## src/include/urx_pkg.sv

```systemverilog
// Package for the serial receiver/transmitter block: register map,
// field positions, reset values, frame encodings and state types.
// Assumes an APB master with 32-bit data; registers use the low 16 bits.
package urx_pkg;

	// Printed register indices; byte address is four times the index
	localparam logic [11:0] IDX_MODE = 12'h20C;
	localparam logic [11:0] IDX_STA  = 12'h20E;
	localparam logic [11:0] IDX_TXD  = 12'h210;
	localparam logic [11:0] IDX_RXD  = 12'h212;
	localparam logic [11:0] IDX_BRG  = 12'h214;
	localparam int          ADDR_W   = 12;
	localparam logic [11:0] ADDR_MODE = {IDX_MODE[9:0], 2'b00};
	localparam logic [11:0] ADDR_STA  = {IDX_STA[9:0], 2'b00};
	localparam logic [11:0] ADDR_TXD  = {IDX_TXD[9:0], 2'b00};
	localparam logic [11:0] ADDR_RXD  = {IDX_RXD[9:0], 2'b00};
	localparam logic [11:0] ADDR_BRG  = {IDX_BRG[9:0], 2'b00};

	// Reset values
	localparam logic [15:0] MODE_RST = 16'h0000;
	localparam logic [15:0] STA_RST  = 16'h0110;
	localparam logic [15:0] BRG_RST  = 16'h0000;
	localparam logic [15:0] MODE_WMASK = 16'hA0E7;

	// Mode control fields
	localparam int M_ENABLE = 15;
	localparam int M_SIDL   = 13;
	localparam int M_WAKE   = 7;
	localparam int M_LPBK   = 6;
	localparam int M_ABAUD  = 5;
	localparam int M_PD_HI  = 2;
	localparam int M_PD_LO  = 1;
	localparam int M_STOP_BITS_SELECT  = 0;

	// Status control fields
	localparam int S_TXISEL = 15;
	localparam int S_TXBRK  = 11;
	localparam int S_TXEN   = 10;
	localparam int S_TXBF   = 9;
	localparam int S_TRMT   = 8;
	localparam int S_RXIS_HI = 7;
	localparam int S_RXIS_LO = 6;
	localparam int S_ADDRESS_DETECT_ENABLE  = 5;
	localparam int S_RECEIVER_IDLE  = 4;
	localparam int S_PARITY_ERROR   = 3;
	localparam int S_FRAMING_ERROR   = 2;
	localparam int S_OVERRUN_ERROR   = 1;
	localparam int S_RXDA   = 0;

	// Data length and parity encodings
	localparam logic [1:0] PD_8N = 2'b00;
	localparam logic [1:0] PD_8E = 2'b01;
	localparam logic [1:0] PD_8O = 2'b10;
	localparam logic [1:0] PD_9N = 2'b11;

	// Receive interrupt select encodings
	localparam logic [1:0] RXIS_3 = 2'b10;
	localparam logic [1:0] RXIS_4 = 2'b11;

	// Oversampling: sixteen ticks per bit, start checked mid-bit
	localparam logic [3:0] SAMP_MID  = 4'h7;
	localparam logic [3:0] SAMP_LAST = 4'hF;
	localparam logic [3:0] BIT_LAST8 = 4'h7;
	localparam logic [3:0] BIT_LAST9 = 4'h8;

	typedef enum logic [2:0] {
		RX_IDLE  = 3'b000,
		RX_START = 3'b001,
		RX_DATA  = 3'b010,
		RX_PAR   = 3'b011,
		RX_STOP1 = 3'b100,
		RX_STOP2 = 3'b101,
		RX_DONE  = 3'b110,
		RX_WAITH = 3'b111
	} urx_rx_state_e;

	typedef enum logic [2:0] {
		TX_IDLE  = 3'b000,
		TX_START = 3'b001,
		TX_DATA  = 3'b010,
		TX_PAR   = 3'b011,
		TX_STOP  = 3'b100
	} urx_tx_state_e;

endpackage

```

## src/hw/urx_top.sv

```systemverilog
// Serial receiver/transmitter with error flags, break, address detect,
// loopback, baud divisor, auto-baud capture route and power states.
// Assumes an APB3 master on core_clk; sleep and idle come from logic on core_clk.
//
// The APB interface to the registers was left to the implementer.
module urx_top #(
	parameter int RX_DEPTH = 4,
	parameter int TX_DEPTH = 4
) (
	input  wire logic                       core_clk,
	input  wire logic                       rst,
	input  wire logic [urx_pkg::ADDR_W-1:0] paddr,
	input  wire logic                       psel,
	input  wire logic                       penable,
	input  wire logic                       pwrite,
	input  wire logic [31:0]                pwdata,
	output logic      [31:0]                prdata,
	output logic                            pready,
	output logic                            pslverr,
	input  wire logic                       serial_receive_pin,
	output logic                            serial_transmit_pin,
	input  wire logic                       sleep_mode,
	input  wire logic                       cpu_idle,
	output logic                            capture_route,
	output logic                            rx_interrupt,
	output logic                            tx_interrupt
);
	import urx_pkg::*;

	localparam int RPW = $clog2(RX_DEPTH);
	localparam int TPW = $clog2(TX_DEPTH);

	// Address match, used by both read mux and write strobes
	function automatic logic hit(input logic [ADDR_W-1:0] a, input logic [ADDR_W-1:0] t);
		hit = (a == t);
	endfunction

	// Registers
	logic [15:0]         uart_mode_control;
	logic [15:0]         uart_baud_divisor;
	logic                tx_isel, tx_brk, tx_en, addr_en, overrun_error;
	logic [1:0]          receive_interrupt_select;
	logic [15:0]         baud_cnt;
	logic                rx_meta, rx_sync, rx_prev, pin_prev;
	logic [10:0]         rx_mem [RX_DEPTH];
	logic [RPW-1:0]      rx_wp, rx_rp;
	logic [RPW:0]        rx_cnt;
	logic [8:0]          tx_mem [TX_DEPTH];
	logic [TPW-1:0]      tx_wp, tx_rp;
	logic [TPW:0]        tx_cnt;
	urx_rx_state_e       rx_state;
	logic [3:0]          rx_samp, rx_bit;
	logic [8:0]          receive_shift_register;
	logic                rx_par, rx_parity_error, rx_framing_error;
	urx_tx_state_e       tx_state;
	logic [3:0]          tx_samp, tx_bit;
	logic [8:0]          tx_shift;
	logic                tx_line;

	// Bus decode
	wire logic           setup_ph  = psel & ~penable;
	wire logic           access_ph = psel & penable;
	wire logic           wr        = access_ph & pwrite;
	wire logic           rd        = access_ph & ~pwrite;
	wire logic           sel_mode  = hit(paddr, ADDR_MODE);
	wire logic           sel_sta   = hit(paddr, ADDR_STA);
	wire logic           sel_txd   = hit(paddr, ADDR_TXD);
	wire logic           sel_rxd   = hit(paddr, ADDR_RXD);
	wire logic           sel_brg   = hit(paddr, ADDR_BRG);
	wire logic           mapped    = sel_mode | sel_sta | sel_txd | sel_rxd | sel_brg;
	assign pready  = access_ph;
	assign pslverr = access_ph & ~mapped;

	// Mode fields and run qualification
	wire logic [1:0]     data_parity_select = uart_mode_control[M_PD_HI:M_PD_LO];
	wire logic           stop_bits_select   = uart_mode_control[M_STOP_BITS_SELECT];
	wire logic           module_enable      = uart_mode_control[M_ENABLE];
	wire logic           stop_in_idle       = uart_mode_control[M_SIDL];
	wire logic           loopback_enable    = uart_mode_control[M_LPBK];
	wire logic           nine_bit  = (data_parity_select == PD_9N);
	wire logic           has_par   = (data_parity_select == PD_8E) | (data_parity_select == PD_8O);
	wire logic           odd_par   = (data_parity_select == PD_8O);
	wire logic [3:0]     last_bit  = nine_bit ? BIT_LAST9 : BIT_LAST8;
	wire logic           abort     = ~module_enable | sleep_mode;
	wire logic           run       = ~abort & ~(cpu_idle & stop_in_idle);
	wire logic           tick      = run & (baud_cnt == 16'h0000);

	// Receive line source and start edge
	wire logic           rx_line   = loopback_enable ? tx_line : rx_sync;
	wire logic           rx_fall   = rx_prev & ~rx_line;
	wire logic           pin_fall  = pin_prev & ~rx_sync;
	wire logic           samp_bit  = tick & (rx_samp == SAMP_LAST);

	// FIFO status and head
	wire logic           rx_full   = (rx_cnt == RX_DEPTH[RPW:0]);
	wire logic           rx_avail  = (rx_cnt != '0);
	wire logic [10:0]    rx_head   = rx_avail ? rx_mem[rx_rp] : 11'h000;
	wire logic           tx_full   = (tx_cnt == TX_DEPTH[TPW:0]);
	wire logic           tx_empty  = (tx_cnt == '0);
	wire logic           receiver_idle = (rx_state == RX_IDLE) | (rx_state == RX_WAITH);
	wire logic           trmt      = tx_empty & (tx_state == TX_IDLE);

	// Receive push, overrun, transmit push, pops and load
	wire logic           rx_done   = run & (rx_state == RX_DONE);
	wire logic           rx_push   = rx_done & ~rx_full;
	wire logic           ovr_set   = rx_done & rx_full;
	wire logic           rx_pop    = rd & sel_rxd & rx_avail;
	wire logic           tx_push   = wr & sel_txd & ~tx_full & module_enable;
	wire logic           tx_load   = run & tx_en & ~tx_empty & (tx_state == TX_IDLE);
	wire logic           ovr_clr   = wr & sel_sta & ~pwdata[S_OVERRUN_ERROR];

	// Receive and transmit interrupt conditions
	wire logic           addr_mode = addr_en & nine_bit;
	wire logic           cnt_ok    = (receive_interrupt_select == RXIS_3) ? (rx_cnt == 3'd2) :
	                                 (receive_interrupt_select == RXIS_4) ? (rx_cnt == 3'd3) : 1'b1;
	wire logic           rx_evt    = rx_push & (addr_mode ? receive_shift_register[8] : cnt_ok);
	wire logic           wake_evt  = sleep_mode & module_enable & uart_mode_control[M_WAKE] & pin_fall;
	wire logic           tx_evt    = tx_load & (~tx_isel | (tx_cnt == 3'd1));

	// Read mux
	wire logic [15:0]    sta_rd = {tx_isel, 3'b000, tx_brk, tx_en, tx_full, trmt,
	                               receive_interrupt_select, addr_en, receiver_idle,
	                               rx_head[9], rx_head[10], overrun_error, rx_avail};
	wire logic [15:0]    rd_mux = sel_mode ? uart_mode_control :
	                              sel_sta  ? sta_rd :
	                              sel_rxd  ? {7'h00, rx_head[8:0]} :
	                              sel_brg  ? uart_baud_divisor : 16'h0000;

	// Read data captured in setup, stable through the access
	always_ff @(posedge core_clk) begin
		if (rst)
			prdata <= 32'h0000_0000;
		else if (setup_ph)
			prdata <= {16'h0000, rd_mux};
	end

	// Software registers; sleep never touches them
	always_ff @(posedge core_clk) begin
		if (rst) begin
			uart_mode_control        <= MODE_RST;
			uart_baud_divisor        <= BRG_RST;
			tx_isel                  <= STA_RST[S_TXISEL];
			tx_brk                   <= STA_RST[S_TXBRK];
			tx_en                    <= STA_RST[S_TXEN];
			receive_interrupt_select <= STA_RST[S_RXIS_HI:S_RXIS_LO];
			addr_en                  <= STA_RST[S_ADDRESS_DETECT_ENABLE];
		end else begin
			if (wr & sel_mode)
				uart_mode_control <= pwdata[15:0] & MODE_WMASK;
			if (wr & sel_brg)
				uart_baud_divisor <= pwdata[15:0];
			if (wr & sel_sta) begin
				tx_isel                  <= pwdata[S_TXISEL];
				receive_interrupt_select <= pwdata[S_RXIS_HI:S_RXIS_LO];
				addr_en                  <= pwdata[S_ADDRESS_DETECT_ENABLE];
			end
			if (~module_enable) begin
				tx_brk <= 1'b0;
				tx_en  <= 1'b0;
			end else if (wr & sel_sta) begin
				tx_brk <= pwdata[S_TXBRK];
				tx_en  <= pwdata[S_TXEN];
			end
		end
	end

	// Overrun flag: set wins over software clear
	always_ff @(posedge core_clk) begin
		if (rst)
			overrun_error <= STA_RST[S_OVERRUN_ERROR];
		else if (~module_enable)
			overrun_error <= 1'b0;
		else if (ovr_set)
			overrun_error <= 1'b1;
		else if (ovr_clr)
			overrun_error <= 1'b0;
	end

	// Baud divisor counter, one tick per N+1 clocks
	always_ff @(posedge core_clk) begin
		if (rst)
			baud_cnt <= 16'h0000;
		else if (~module_enable)
			baud_cnt <= 16'h0000;
		else if (tick)
			baud_cnt <= uart_baud_divisor;
		else if (run)
			baud_cnt <= baud_cnt - 16'h0001;
	end

	// Pin synchroniser and edge history
	always_ff @(posedge core_clk) begin
		if (rst) begin
			rx_meta  <= 1'b1;
			rx_sync  <= 1'b1;
			rx_prev  <= 1'b1;
			pin_prev <= 1'b1;
		end else begin
			rx_meta  <= serial_receive_pin;
			rx_sync  <= rx_meta;
			rx_prev  <= rx_line;
			pin_prev <= rx_sync;
		end
	end

	// Receive FIFO with per-word error flags
	always_ff @(posedge core_clk) begin
		if (rst | ~module_enable) begin
			rx_wp  <= '0;
			rx_rp  <= '0;
			rx_cnt <= '0;
		end else begin
			if (rx_push) begin
				rx_mem[rx_wp] <= {rx_framing_error, rx_parity_error, receive_shift_register};
				rx_wp         <= rx_wp + 1'b1;
			end
			if (rx_pop)
				rx_rp <= rx_rp + 1'b1;
			rx_cnt <= rx_cnt + {{RPW{1'b0}}, rx_push} - {{RPW{1'b0}}, rx_pop};
		end
	end

	// Receive state machine
	always_ff @(posedge core_clk) begin
		if (rst | abort) begin
			rx_state <= RX_IDLE;
			rx_samp  <= 4'h0;
			rx_bit   <= 4'h0;
			rx_par   <= 1'b0;
			rx_parity_error  <= 1'b0;
			rx_framing_error  <= 1'b0;
			if (rst)
				receive_shift_register <= 9'h000;
		end else if (run) begin
			if (tick)
				rx_samp <= rx_samp + 4'h1;
			case (rx_state)
				RX_IDLE: begin
					if (rx_fall & ~overrun_error) begin
						rx_state <= RX_START;
						rx_samp  <= 4'h0;
					end
				end
				RX_START: begin
					if (tick & (rx_samp == SAMP_MID)) begin
						rx_state <= rx_line ? RX_IDLE : RX_DATA;
						rx_samp  <= 4'h0;
						rx_bit   <= 4'h0;
						rx_par   <= 1'b0;
						rx_parity_error  <= 1'b0;
						rx_framing_error  <= 1'b0;
						receive_shift_register <= 9'h000;
					end
				end
				RX_DATA: begin
					if (samp_bit) begin
						receive_shift_register[rx_bit] <= rx_line;
						rx_par <= rx_par ^ rx_line;
						rx_bit <= rx_bit + 4'h1;
						if (rx_bit == last_bit)
							rx_state <= has_par ? RX_PAR : RX_STOP1;
					end
				end
				RX_PAR: begin
					if (samp_bit) begin
						rx_parity_error  <= rx_par ^ rx_line ^ odd_par;
						rx_state <= RX_STOP1;
					end
				end
				RX_STOP1: begin
					if (samp_bit) begin
						rx_framing_error  <= ~rx_line;
						rx_state <= stop_bits_select ? RX_STOP2 : RX_DONE;
					end
				end
				RX_STOP2: begin
					if (samp_bit) begin
						rx_framing_error  <= rx_framing_error | ~rx_line;
						rx_state <= RX_DONE;
					end
				end
				RX_DONE: begin
					// Break ends here with zeros and framing set
					rx_state <= rx_framing_error ? RX_WAITH : RX_IDLE;
				end
				RX_WAITH: begin
					if (rx_line)
						rx_state <= RX_IDLE;
				end
				default: rx_state <= RX_IDLE;
			endcase
		end
	end

	// Transmit FIFO
	always_ff @(posedge core_clk) begin
		if (rst | ~module_enable) begin
			tx_wp  <= '0;
			tx_rp  <= '0;
			tx_cnt <= '0;
		end else begin
			if (tx_push) begin
				tx_mem[tx_wp] <= pwdata[8:0];
				tx_wp         <= tx_wp + 1'b1;
			end
			if (tx_load)
				tx_rp <= tx_rp + 1'b1;
			tx_cnt <= tx_cnt + {{TPW{1'b0}}, tx_push} - {{TPW{1'b0}}, tx_load};
		end
	end

	// Transmit state machine
	wire logic tx_step = tick & (tx_samp == SAMP_LAST);
	always_ff @(posedge core_clk) begin
		if (rst | abort) begin
			tx_state <= TX_IDLE;
			tx_samp  <= 4'h0;
			tx_bit   <= 4'h0;
			tx_shift <= 9'h000;
		end else if (run) begin
			if (tick)
				tx_samp <= tx_samp + 4'h1;
			case (tx_state)
				TX_IDLE: begin
					if (tx_load) begin
						tx_shift <= tx_mem[tx_rp];
						tx_state <= TX_START;
						tx_samp  <= 4'h0;
					end
				end
				TX_START: begin
					if (tx_step) begin
						tx_state <= TX_DATA;
						tx_bit   <= 4'h0;
					end
				end
				TX_DATA: begin
					if (tx_step) begin
						tx_bit <= tx_bit + 4'h1;
						if (tx_bit == last_bit) begin
							tx_state <= has_par ? TX_PAR : TX_STOP;
							tx_bit   <= 4'h0;
						end
					end
				end
				TX_PAR: begin
					if (tx_step)
						tx_state <= TX_STOP;
				end
				TX_STOP: begin
					if (tx_step) begin
						tx_bit <= tx_bit + 4'h1;
						if (tx_bit[0] | ~stop_bits_select)
							tx_state <= TX_IDLE;
					end
				end
				default: tx_state <= TX_IDLE;
			endcase
		end
	end

	// Transmit line level; break forces low except in sleep or while disabled, when the pin is held high
	wire logic tx_par_bit = (^tx_shift[7:0]) ^ odd_par;
	wire logic tx_frame   = (tx_state == TX_START) ? 1'b0 :
	                        (tx_state == TX_DATA)  ? tx_shift[tx_bit] :
	                        (tx_state == TX_PAR)   ? tx_par_bit : 1'b1;

	// Registered pin, events and capture route
	always_ff @(posedge core_clk) begin
		if (rst) begin
			tx_line             <= 1'b1;
			serial_transmit_pin <= 1'b1;
			capture_route       <= 1'b1;
			rx_interrupt        <= 1'b0;
			tx_interrupt        <= 1'b0;
		end else begin
			tx_line             <= abort ? 1'b1 : (tx_frame & ~tx_brk);
			serial_transmit_pin <= abort ? 1'b1 : (tx_frame & ~tx_brk);
			capture_route       <= uart_mode_control[M_ABAUD] ? rx_line : 1'b1;
			rx_interrupt        <= rx_evt | wake_evt;
			tx_interrupt        <= tx_evt;
		end
	end

endmodule

```

## config.mk

```make
export PLATFORM = sky130hd
export DESIGN_NAME = urx_top
export DESIGN_NICKNAME = d
export VERILOG_FILES = /design/src/include/urx_pkg.sv /design/src/hw/urx_top.sv
export SDC_FILE = /design/constraint.sdc
export NUM_CORES = 1
export LEC_CHECK = 0
export BUFFER_PORTS_ARGS = -buffer_cell sky130_fd_sc_hd__buf_2
export CAP_MARGIN = 40
export CELL_PAD_IN_SITES_DETAIL_PLACEMENT = 1
export CELL_PAD_IN_SITES_GLOBAL_PLACEMENT = 1
export CORE_ASPECT_RATIO = 1.4
export CORE_MARGIN = 2
export CORE_UTILIZATION = 40
export DETAILED_ROUTE_END_ITERATION = 6
export PLACE_DENSITY = 0.66
export SLEW_MARGIN = 20
export SYNTH_ARGS = -nofsm -noshare
export SYNTH_HDL_FRONTEND = slang
export SYNTH_SLANG_ARGS = --single-unit
```

## constraint.sdc

```tcl
create_clock -name core_clk -period 11.3 [get_ports core_clk]
set_input_delay 3.39 -clock core_clk [delete_from_list [all_inputs] [get_ports core_clk]]
set_output_delay 3.39 -clock core_clk [all_outputs]
set_load 0.01 [all_outputs]
```

==> results of run 1 <==
-- synthesized netlist by cell type, types with 4 or more instances --
cell type and number:
dfxtp_1 121, nand2_1 90, edfxtp_1 89, nor2_1 85, a21oi_1 79, clkbuf_1 43
nand3_1 43, o21ai_0 27, inv_1 26, ha_1 23, mux2i_1 23, mux4_2 22
xnor2_1 20, a211oi_1 16, buf_4 16, and2_1 14, a311oi_1 13, xor2_1 13
nor3_1 11, buf_1 8, nand2b_1 8, nand4_1 8, nor2b_1 8, or3_1 8
a31oi_1 6, or4_1 6, and3_1 5, and4_1 5, nor4_1 5, buf_2 4
o211ai_1 4, o31ai_1 4, or2_2 4
-- state kept, by name, summed over array words and instances (netlist names), 2 cells and up, named ones only --
name,cells
tx_shift,9
tx_samp,4
tx_state,3
tx_bit,4
uart_mode_control,8
rx_rp,2
rx_samp,4
rx_state,3
rx_wp,2
tx_mem,36
receive_shift_register,9
tx_cnt,3
receive_interrupt_select,2
tx_rp,2
prdata,16
uart_baud_divisor,16
tx_wp,2
rx_mem,44
rx_cnt,3
baud_cnt,16
rx_bit,4
-- layout by cell type, fill, tap and decap left out, types with 5 or more instances in the layout --
cell / count
dfxtp_1: 121
nand2_1: 90
edfxtp_1: 89
nor2_1: 85
a21oi_1: 79
buf_2: 59
nand3_1: 43
o21ai_0: 27
inv_1: 26
mux2i_1: 23
ha_1: 23
clkbuf_16: 23
mux4_2: 22
xnor2_1: 20
a211oi_1: 16
conb_1: 16
and2_1: 14
xor2_1: 13
a311oi_1: 13
nor3_1: 11
nand4_1: 8
nand2b_1: 8
or3_1: 8
buf_4: 8
nor2b_1: 7
or4_1: 6
a31oi_1: 6
nor4_1: 5
and4_1: 5
and3_1: 5
clkbuf_8: 5
clkbuf_1: 5
-- cell type report --
class	count	area [um^2]
sequential	210	5090
fill	2670	12900
inverter	27	101
clock inverter	9	58.8
timing repair buffer	71	410
multi-input combinational	633	4270
tap	310	388
clock buffer	32	649
-- per-stage QoR --
step	hold slack, ps	cells	power (uW)
finish	420	1292	1540
CTS	419	1290	1560
floorplan	371	941	831
global placement	399	1244	846
global route	425	1292	1590
detailed placement	404	1249	848
-- worst reg2reg max path, cell delays in order (launching register included) --
cell and delay (ps):
dfxtp_1 340, inv_1 120, ha_1 170, or4b_1 550, nor4_4 300, clkbuf_8 250
nand4_1 260, a21oi_1 600, buf_2 280
-- final timing paths --
kind / from / to / slack (ps) / depth (start not counted)
worst max-delay path: paddr[9] / pslverr / 3320 / 5
worst min-delay path: rx_meta$_SDFF_PP1_ / rx_sync$_SDFF_PP1_ / 420 / 1
worst max register to register: baud_cnt[0]$_SDFFE_PP0P_ / receive_shift_register[4]$_SDFFCE_PP0P_ / 8160 / 8
worst min register to register: rx_meta$_SDFF_PP1_ / rx_sync$_SDFF_PP1_ / 420 / 1
-- per-layer routing --
layer | vias to the layer above | share of wire (%) | track usage (%)
li1 | 3434 | - | -
met1 | 3532 | 42 | 27.1
met2 | 111 | 52 | 38.3
met3 | 43 | 2.9 | 2.48
met4 | 0 | 3.8 | 8.37
met5 | - | 0 | 0
-- logic make-up after synthesis --
kind of cell	synth area share (%)
buffers and inverters	4.45
other	0.0385
and+or+nand+nor	17.0
DFF	52.4
AOI/OAI and AO/OA	12.3
xor gates and xnor gates	2.97
adders and majority gates	3.37
muxes	7.57
-- report_power, final --
group	total (uW)	internal (uW)	switching, uW
Sequential	796	792	3.64
Combinational	35.5	11.2	24.3
Clock	711	403	308
Total	1540	1210	336
==> run_results.csv, run 1 <==
group,metric,value,unit
finish,num_antenna_cells,0,
setup_path,crit_arrival,4590,ps
yosys,synth_cells,926,
clocking,clk_pin_slew,60,ps
finish,post-route-util,45.9,%
place,routabilityCongestion,0.788,
place,hpwl,19400,um
global_route,grt.total_usage,21.7,%
timing,clock.fmax,0.125,GHz
routing,ant_nets,0,
clocking,cts_root_buffer,"clkbuf_16",
die,rows,67,
setup_path,path_buf_inv,2,
yosys,async_flop_share,0,%
power,peakVddDrop,122,uV
timing,fin_crit_sh,70.6,%
status,status,"finished clean",
timing,rsz0062_at_grt,"false",
die,dieArea,0.0256,mm^2
setup_path,critPathTopFamily,"simple AND/OR/NAND/NOR gates",
routing,finalWirelength,27100,um
clocking,clockBufferDepth,3,
yosys,ys_seq_area_share,52.4,%
finish,final_area,0.0110,mm^2
clocking,insertion_delay,530,ps
clocking,cts_resized,0,
flow_run,maxCapViolations,0,
global_route,grt_pass1_wl,42700,um
timing,finalCriticalPeriod,7980,ps
place,placed_cell_area,0.0102,mm^2
die,start_util,40.7,%
yosys,ys_warn_count,0,
setup_path,cp.required,7910,ps
clocking,post_cts_buffers,0,
clocking,clock_sinks,210,
yosys,synth-edff-count,89,
timing,setup_viol,0,
timing,drv_slew,0,
routing,drt_iter0_markers,325,
finish,nNetsFinal,1043,
timing,max_slew_margin,46.7,%
global_route,antenna_found_initial,0,
routing,via_per_inst,5.51,
yosys,synthFlopType,"dfxtp_1",
global_route,gr-total-overflow,0,
yosys,ys_ff_latch,210,
place,dp_slack,3320,ps
yosys,syn-cell-area,0.00973,mm^2
yosys,synth_top_area_share,27.5,%
timing,skew,8.75,ps
clocking,htreeDepth,1,
die,die_w,136,um
finish,area_growth,12.8,%
die,die_h,189,um
setup_path,critPathCaptureType,"output pin",
routing,drc_errors,0,
timing,hold_violations,0,
setup_path,cp_slowest_cell,"nor4b_1",
timing,setup_tns,0,ps
global_route,grt_max_degree,55,
routing,vias,7120,
clocking,ctsHoldBuffers,0,
setup_path,crit_chain,"buf_2 -> nor4b_1 -> nand2_1 -> o21a_1 -> buf_2",
yosys,synth.largest_area_cell,"edfxtp_1",
setup_path,crit_path_start_kind,"primary input",
setup_path,path_class,"primary input to output pin",
setup_path,cp_slowest_stage_delay,670,ps
power,power-per-cell-area,141,mW/mm^2
yosys,synth_area_leaders,"edfxtp_1 27%, dfxtp_1 25%, mux4_2 5.1%, a21oi_1 4.1%, nand2_1 3.5%",
power,leakage,0.00372,uW
die,ios,90,
setup_path,crit_path_frequent_cell,"buf_2",
clocking,cts_inserted_buffers,23,
timing,fin_ws,3320,ps
worst_hold_path,hold_path.class,"flip-flop to flip-flop",
setup_path,crit_fanout,6,
yosys,ys_types,73,
routing,firstDrtPassIters,5,
place,io_buffer_count,57,
yosys,syn_area_per_cell,10.5,um^2
clocking,cts_tree,"done",
routing,routedWlPerCell,21.0,um
timing,worstMarginPinSlew,799,ps
die,core_area,0.0239,mm^2
global_route,grt_pass1_vias,7337,
finish,drive_above_1_share,14.6,%
Power figures use the tool's default switching activity.
==> run 2, diff against run 1 <==
ABC_AREA = 1   (was unset)
PLACE_DENSITY = 0.72   (was 0.66)
clock period = 7.1 ns   (was 11.3 ns; I/O delays follow)
==> run 2 against run 1 <==
  * Clock power rose by 59%
  * Non-clock buffer count rose by 2
  * Highest routed layer unchanged
  * First-iteration DRC count rose by 47%
  * Critical path type unchanged
  * Critical endpoint unchanged
==> run_results.csv, run 2 <==
group,metric,value,unit
yosys,synth_area_leaders,"edfxtp_1 26%, dfxtp_1 24%, nand2_1 7.2%, o21ai_0 5.6%, a21oi_1 5.5%",
setup_path,path_class,"primary input to output pin",
yosys,synthMostInstantiatedCell,"nand2_1",
clocking,clockBufferDepth,3,
yosys,ys_warn_count,0,
yosys,async_flop_share,0,%
timing,fin_crit_sh,78.2,%
setup_path,crit_fanout,5,
clocking,clk_pin_slew,60,ps
routing,via_per_inst,5.35,
global_route,grt.total_usage,22.9,%
finish,ff_latch_area,0.00509,mm^2
yosys,synth_common_cells,"197 x nand2_1, 146 x nor2_1, 144 x inv_1, 121 x dfxtp_1, 116 x o21ai_0",
clocking,cts_resized,0,
finish,drive_above_1_share,11.8,%
finish,final-instance-count-excl-fill,1637,
global_route,antenna_found_initial,0,
setup_path,crit_arrival,3420,ps
routing,routedWlPerCell,19.0,um
power,total_power,2460,uW
place,io_buffer_count,57,
yosys,synthFlopType,"dfxtp_1",
timing,holdWs,412,ps
clocking,cts_root_buffer,"clkbuf_16",
place,dp_cells,1597,
clocking,htreeDepth,1,
yosys,ys_types,49,
routing,firstDrtPassIters,4,
finish,multi_input_area,0.00434,mm^2
timing,finalCriticalPeriod,5550,ps
yosys,ys_seq_area_share,49.6,%
finish,largest_reg_flops,44,
global_route,grt_max_degree,33,
timing,setup_viol,0,
timing,max_slew_margin,47.8,%
finish,nFillCells,3082,
place,hpwl,23500,um
die,die_w,139,um
timing,hold_violations,0,
clocking,clock_sinks,210,
clocking,ctsHoldBuffers,0,
clocking,cts_inserted_buffers,22,
worst_hold_path,hold_path.class,"flip-flop to flip-flop",
global_route,gr-total-overflow,0,
flow_run,maxCapViolations,0,
timing,drv_slew,0,
setup_path,cp.required,4970,ps
timing,worstMarginPinSlew,781,ps
yosys,synth_cells,1249,
setup_path,crit_path_start_kind,"primary input",
routing,drt_iter0_markers,478,
die,rows,69,
die,core_area,0.0253,mm^2
die,die_h,194,um
finish,num_antenna_cells,0,
yosys,synth_top_area_share,26.0,%
finish,final_cell_mix,"197 x nand2_1, 146 x nor2_1, 144 x inv_1",
timing,clock.fmax,0.180,GHz
finish,regMostFlops,"rx_mem",
die,dieArea,0.0270,mm^2
die,ios,90,
finish,post-route-util,45.6,%
routing,finalWirelength,31100,um
die,start_util,40.6,%
routing,ant_nets,0,
timing,setup_tns,0,ps
power,leakage,0.00444,uW
yosys,syn-cell-area,0.0103,mm^2
global_route,grt_pass1_wl,49100,um
yosys,synth.largest_area_cell,"edfxtp_1",
clocking,insertion_delay,520,ps
clocking,cts_tree,"done",
finish,top_regs,"rx_mem: 44 flops, tx_mem: 36 flops",
clocking,post_cts_buffers,0,
place,routabilityCongestion,0.876,
power,power-per-cell-area,213,mW/mm^2
power,peakVddDrop,180,uV
timing,skew,9.79,ps
setup_path,critPathCaptureType,"output pin",
yosys,syn_area_per_cell,8.23,um^2
status,status,"finished clean",
routing,vias,8756,
yosys,synth-edff-count,89,
global_route,grt_pass1_vias,8951,
timing,rsz0062_at_grt,"false",
finish,nNetsFinal,1380,
routing,drc_errors,0,
finish,area_growth,12.2,%
finish,layout_commonest_cell,"nand2_1",
yosys,ys_ff_latch,210,
run 2: changes by cell type in the layout (fill, tap and decap cells not counted), moves of 18 or more:
cell	delta
mux2i_1	-23
nor2_1	+61
o21ai_0	+89
nand2_1	+107
mux4_2	-22
inv_1	+118
o22ai_1	+18
a21oi_1	+33
run 2: final cells by class:
cell class | instances | share of cell area, %
Tap cell | 319 | 3.46
Sequential cell | 210 | 44.2
Inverter | 154 | 5.02
Multi-Input combinational cell | 842 | 37.7
Clock buffer | 25 | 5.05
Clock inverter | 14 | 1.03
Timing Repair Buffer | 73 | 3.58
run 2: report_power, final:
group / internal, uW / switching (uW) / leakage, uW
logic: 18.2 / 47.6 / 0.00229
registers: 1260 / 5.13 / 0.00181
clock network: 629 / 497 / 0.000329
total: 1910 / 549 / 0.00444
run 2: stage by stage:
stage | instance area [um^2] | worst slack (ps)
finish | 11500 | 1550
global route | 11500 | 1480
CTS | 11500 | 1550
detailed placement | 10800 | 1550
global placement | 10800 | 1570
floorplan | 10300 | 2130
run 2: metal layers:
layer	track usage (%)	part of all wire [%]	vias up
met1	26.8	40	4254
met3	2.64	3.4	59
met2	42.5	52	181
met5	0	0	-
li1	-	-	4262
met4	8.87	4.1	0
run 2: cells by family after synthesis:
logic type / after synthesis / synth area share [%]
xor+xnor: 23 / 1.96
other cells: 1 / 0.0365
compound gates: 291 / 15.3
flops: 210 / 49.6
fa+ha+maj: 25 / 3.19
buf+inv: 212 / 8.70
simple gates: 487 / 21.2
run 2: critical path: stages:
cell and delay (ps):
buf_2 150, inv_1 80, nand2_1 50, nor3_1 300
nand3_1 300, nand3_1 170, a31oi_1 70, buf_2 180
run 2: final timing paths:
kind	start	endpoint	slack, ps	depth (start not counted)
worst max-delay path	paddr[7]	pslverr	1550	8
worst min-delay path	rx_meta$_SDFF_PP1_	rx_sync$_SDFF_PP1_	410	1
worst max register to register	uart_mode_control[13]$_SDFFE_PP0P_	tx_cnt[2]$_SDFF_PP0_	3710	11
worst min register to register	rx_meta$_SDFF_PP1_	rx_sync$_SDFF_PP1_	410	1
==> run 3, diff against run 2 <==
ABC_AREA = 0   (was 1)
PLACE_DENSITY = 0.69   (was 0.72)
clock period = 4.7 ns   (was 7.1 ns; I/O delays follow)
==> run 3 against run 2 <==
  * Power is 57% higher
  * Utilization is 0.78 points higher
  * Critical path depth is 2 lower
  * Global-route usage is 1.4 points lower
  * Wire length is 12% lower
  * Cell count is 21% lower
  * Die area is 5.2% lower
  * Non-clock buffer count is 5 higher
  * Critical endpoint unchanged
  * Highest routed layer unchanged
==> run_results.csv, run 3 (same netlist as run 1, synthesis figures left out) <==
group,metric,value,unit
status,status,"finished clean",
clocking,clockBufferDepth,3,
routing,ant_nets,0,
setup_path,crit_arrival,2360,ps
die,die_h,189,um
timing,skew,26.7,ps
setup_path,rr_startpoint,"rx_state[1]$_SDFFE_PP0P_",
timing,drv_slew,0,
timing,finalCriticalPeriod,3770,ps
global_route,grt_max_degree,39,
place,dp_cells,1257,
clocking,htreeDepth,1,
timing,setup_tns,0,ps
finish,final_cell_mix,"121 x dfxtp_1, 90 x nand2_1, 89 x edfxtp_1",
global_route,grt_pass1_vias,7484,
setup_path,crit_fanout,6,
routing,routedWlPerCell,21.0,um
finish,top_regs,"rx_mem: 44 flops, tx_mem: 36 flops",
routing,drt_iter0_markers,307,
die,die_w,136,um
timing,hold_violations,0,
global_route,grt.total_usage,21.5,%
setup_path,critPathCaptureType,"output pin",
worst_hold_path,hold_path_depth,1,
worst_hold_path,hold_path.class,"flip-flop to flip-flop",
flow_run,maxCapViolations,0,
finish,area_growth,13.8,%
timing,clock.fmax,0.265,GHz
timing,fin_crit_sh,80.2,%
clocking,cts_tree,"done",
finish,nNetsFinal,1050,
setup_path,r2r_end,"rx_cnt[2]$_SDFF_PP0_",
global_route,antenna_found_initial,0,
clocking,post_cts_buffers,0,
routing,drc_errors,0,
timing,max_slew_margin,46.0,%
worst_hold_path,holdPathEnd,"rx_sync$_SDFF_PP1_",
power,leakage,0.00376,uW
setup_path,startpoint,"paddr[1]",
clocking,cts_resized,0,
routing,finalWirelength,27200,um
setup_path,reg2reg_depth,10,
finish,layout_commonest_cell,"dfxtp_1",
clocking,cts_root_buffer,"clkbuf_16",
routing,via_per_inst,5.59,
clocking,clock_sinks,210,
finish,largest_reg_flops,44,
finish,num_antenna_cells,0,
place,routabilityCongestion,0.787,
place,io_buffer_count,57,
worst_hold_path,hold_start,"rx_meta$_SDFF_PP1_",
clocking,clk_pin_slew,60,ps
die,core_area,0.0239,mm^2
finish,final-instance-count-excl-fill,1299,
timing,rsz0062_at_grt,"false",
setup_path,cp.required,3290,ps
clocking,insertion_delay,530,ps
finish,regMostFlops,"rx_mem",
timing,worstMarginPinSlew,811,ps
global_route,grt_pass1_wl,42500,um
finish,drive_above_1_share,15.3,%
place,hpwl,19700,um
timing,setup_viol,0,
global_route,gr-total-overflow,0,
setup_path,crit_path_start_kind,"primary input",
setup_path,reg2reg_slack,1660,ps
setup_path,path_class,"primary input to output pin",
die,start_util,40.7,%
power,power-per-cell-area,349,mW/mm^2
clocking,ctsHoldBuffers,0,
routing,vias,7257,
power,peakVddDrop,307,uV
clocking,cts_inserted_buffers,23,
routing,firstDrtPassIters,5,
die,ios,90,
die,rows,67,
die,dieArea,0.0256,mm^2
run 3: cell count changes in the layout (fill, tap and decap cells not counted), moves of 16 or more:
cell / change
inv_1: -118
nor2_1: -61
o21ai_0: -89
nand3_1: -16
mux4_2: +22
nand2_1: -107
mux2i_1: +23
o22ai_1: -18
a21oi_1: -33
run 3: worst max-delay path by stage:
stage	end	cells past startpoint
after global routing	pslverr	6
final	pslverr	6
after floorplan	rx_cnt[2]$_SDFF_PP0_	12
after global placement	rx_cnt[2]$_SDFF_PP0_	13
after detailed placement	rx_cnt[2]$_SDFF_PP0_	13
after CTS	pslverr	6
run 3: report_power, final:
group	internal (uW)	total, uW	leakage (uW)	switching, uW
clock	1110	1860	0.000369	750
sequential	1900	1910	0.00181	9.00
combinational	28.8	89.3	0.00158	60.5
run 3: critical path: stages:
cell and delay [ps]:
buf_2 90, nor4_1 310, buf_4 190, nand2_1 50
o21a_1 170, buf_2 130
run 3: metrics by stage:
stage | power (uW) | util, % | setup slack [ps] | instance area, um^2 | hold WS (ps)
after global placement | 2040 | 42.9 | 618 | 10300 | 395
after CTS | 3900 | 46.3 | 920 | 11100 | 418
after detailed placement | 2040 | 43.1 | 599 | 10300 | 400
final | 3860 | 46.4 | 931 | 11100 | 415
after global routing | 3990 | 46.4 | 849 | 11100 | 439
after floorplan | 2000 | - | 650 | 9790 | 371
run 3: cell type report:
class | instances | area, um^2
clock buffers | 32 | 629
well taps | 310 | 388
fillers | 2627 | 12800
flip-flops and latches | 210 | 5090
inverters | 27 | 101
repair buffers | 78 | 458
clock inverters | 9 | 144
multi-input cells | 633 | 4260
run 3: metal layers:
| layer | vias up | GRT usage (%) | wire [um] |
|---|---|---|---|
| li1 | 3437 | - | - |
| met1 | 3689 | 26.0 | 11400 |
| met2 | 98 | 39.6 | 14400 |
| met3 | 33 | 2.50 | 747 |
| met4 | 0 | 6.45 | 709 |
| met5 | - | 0 | 0 |
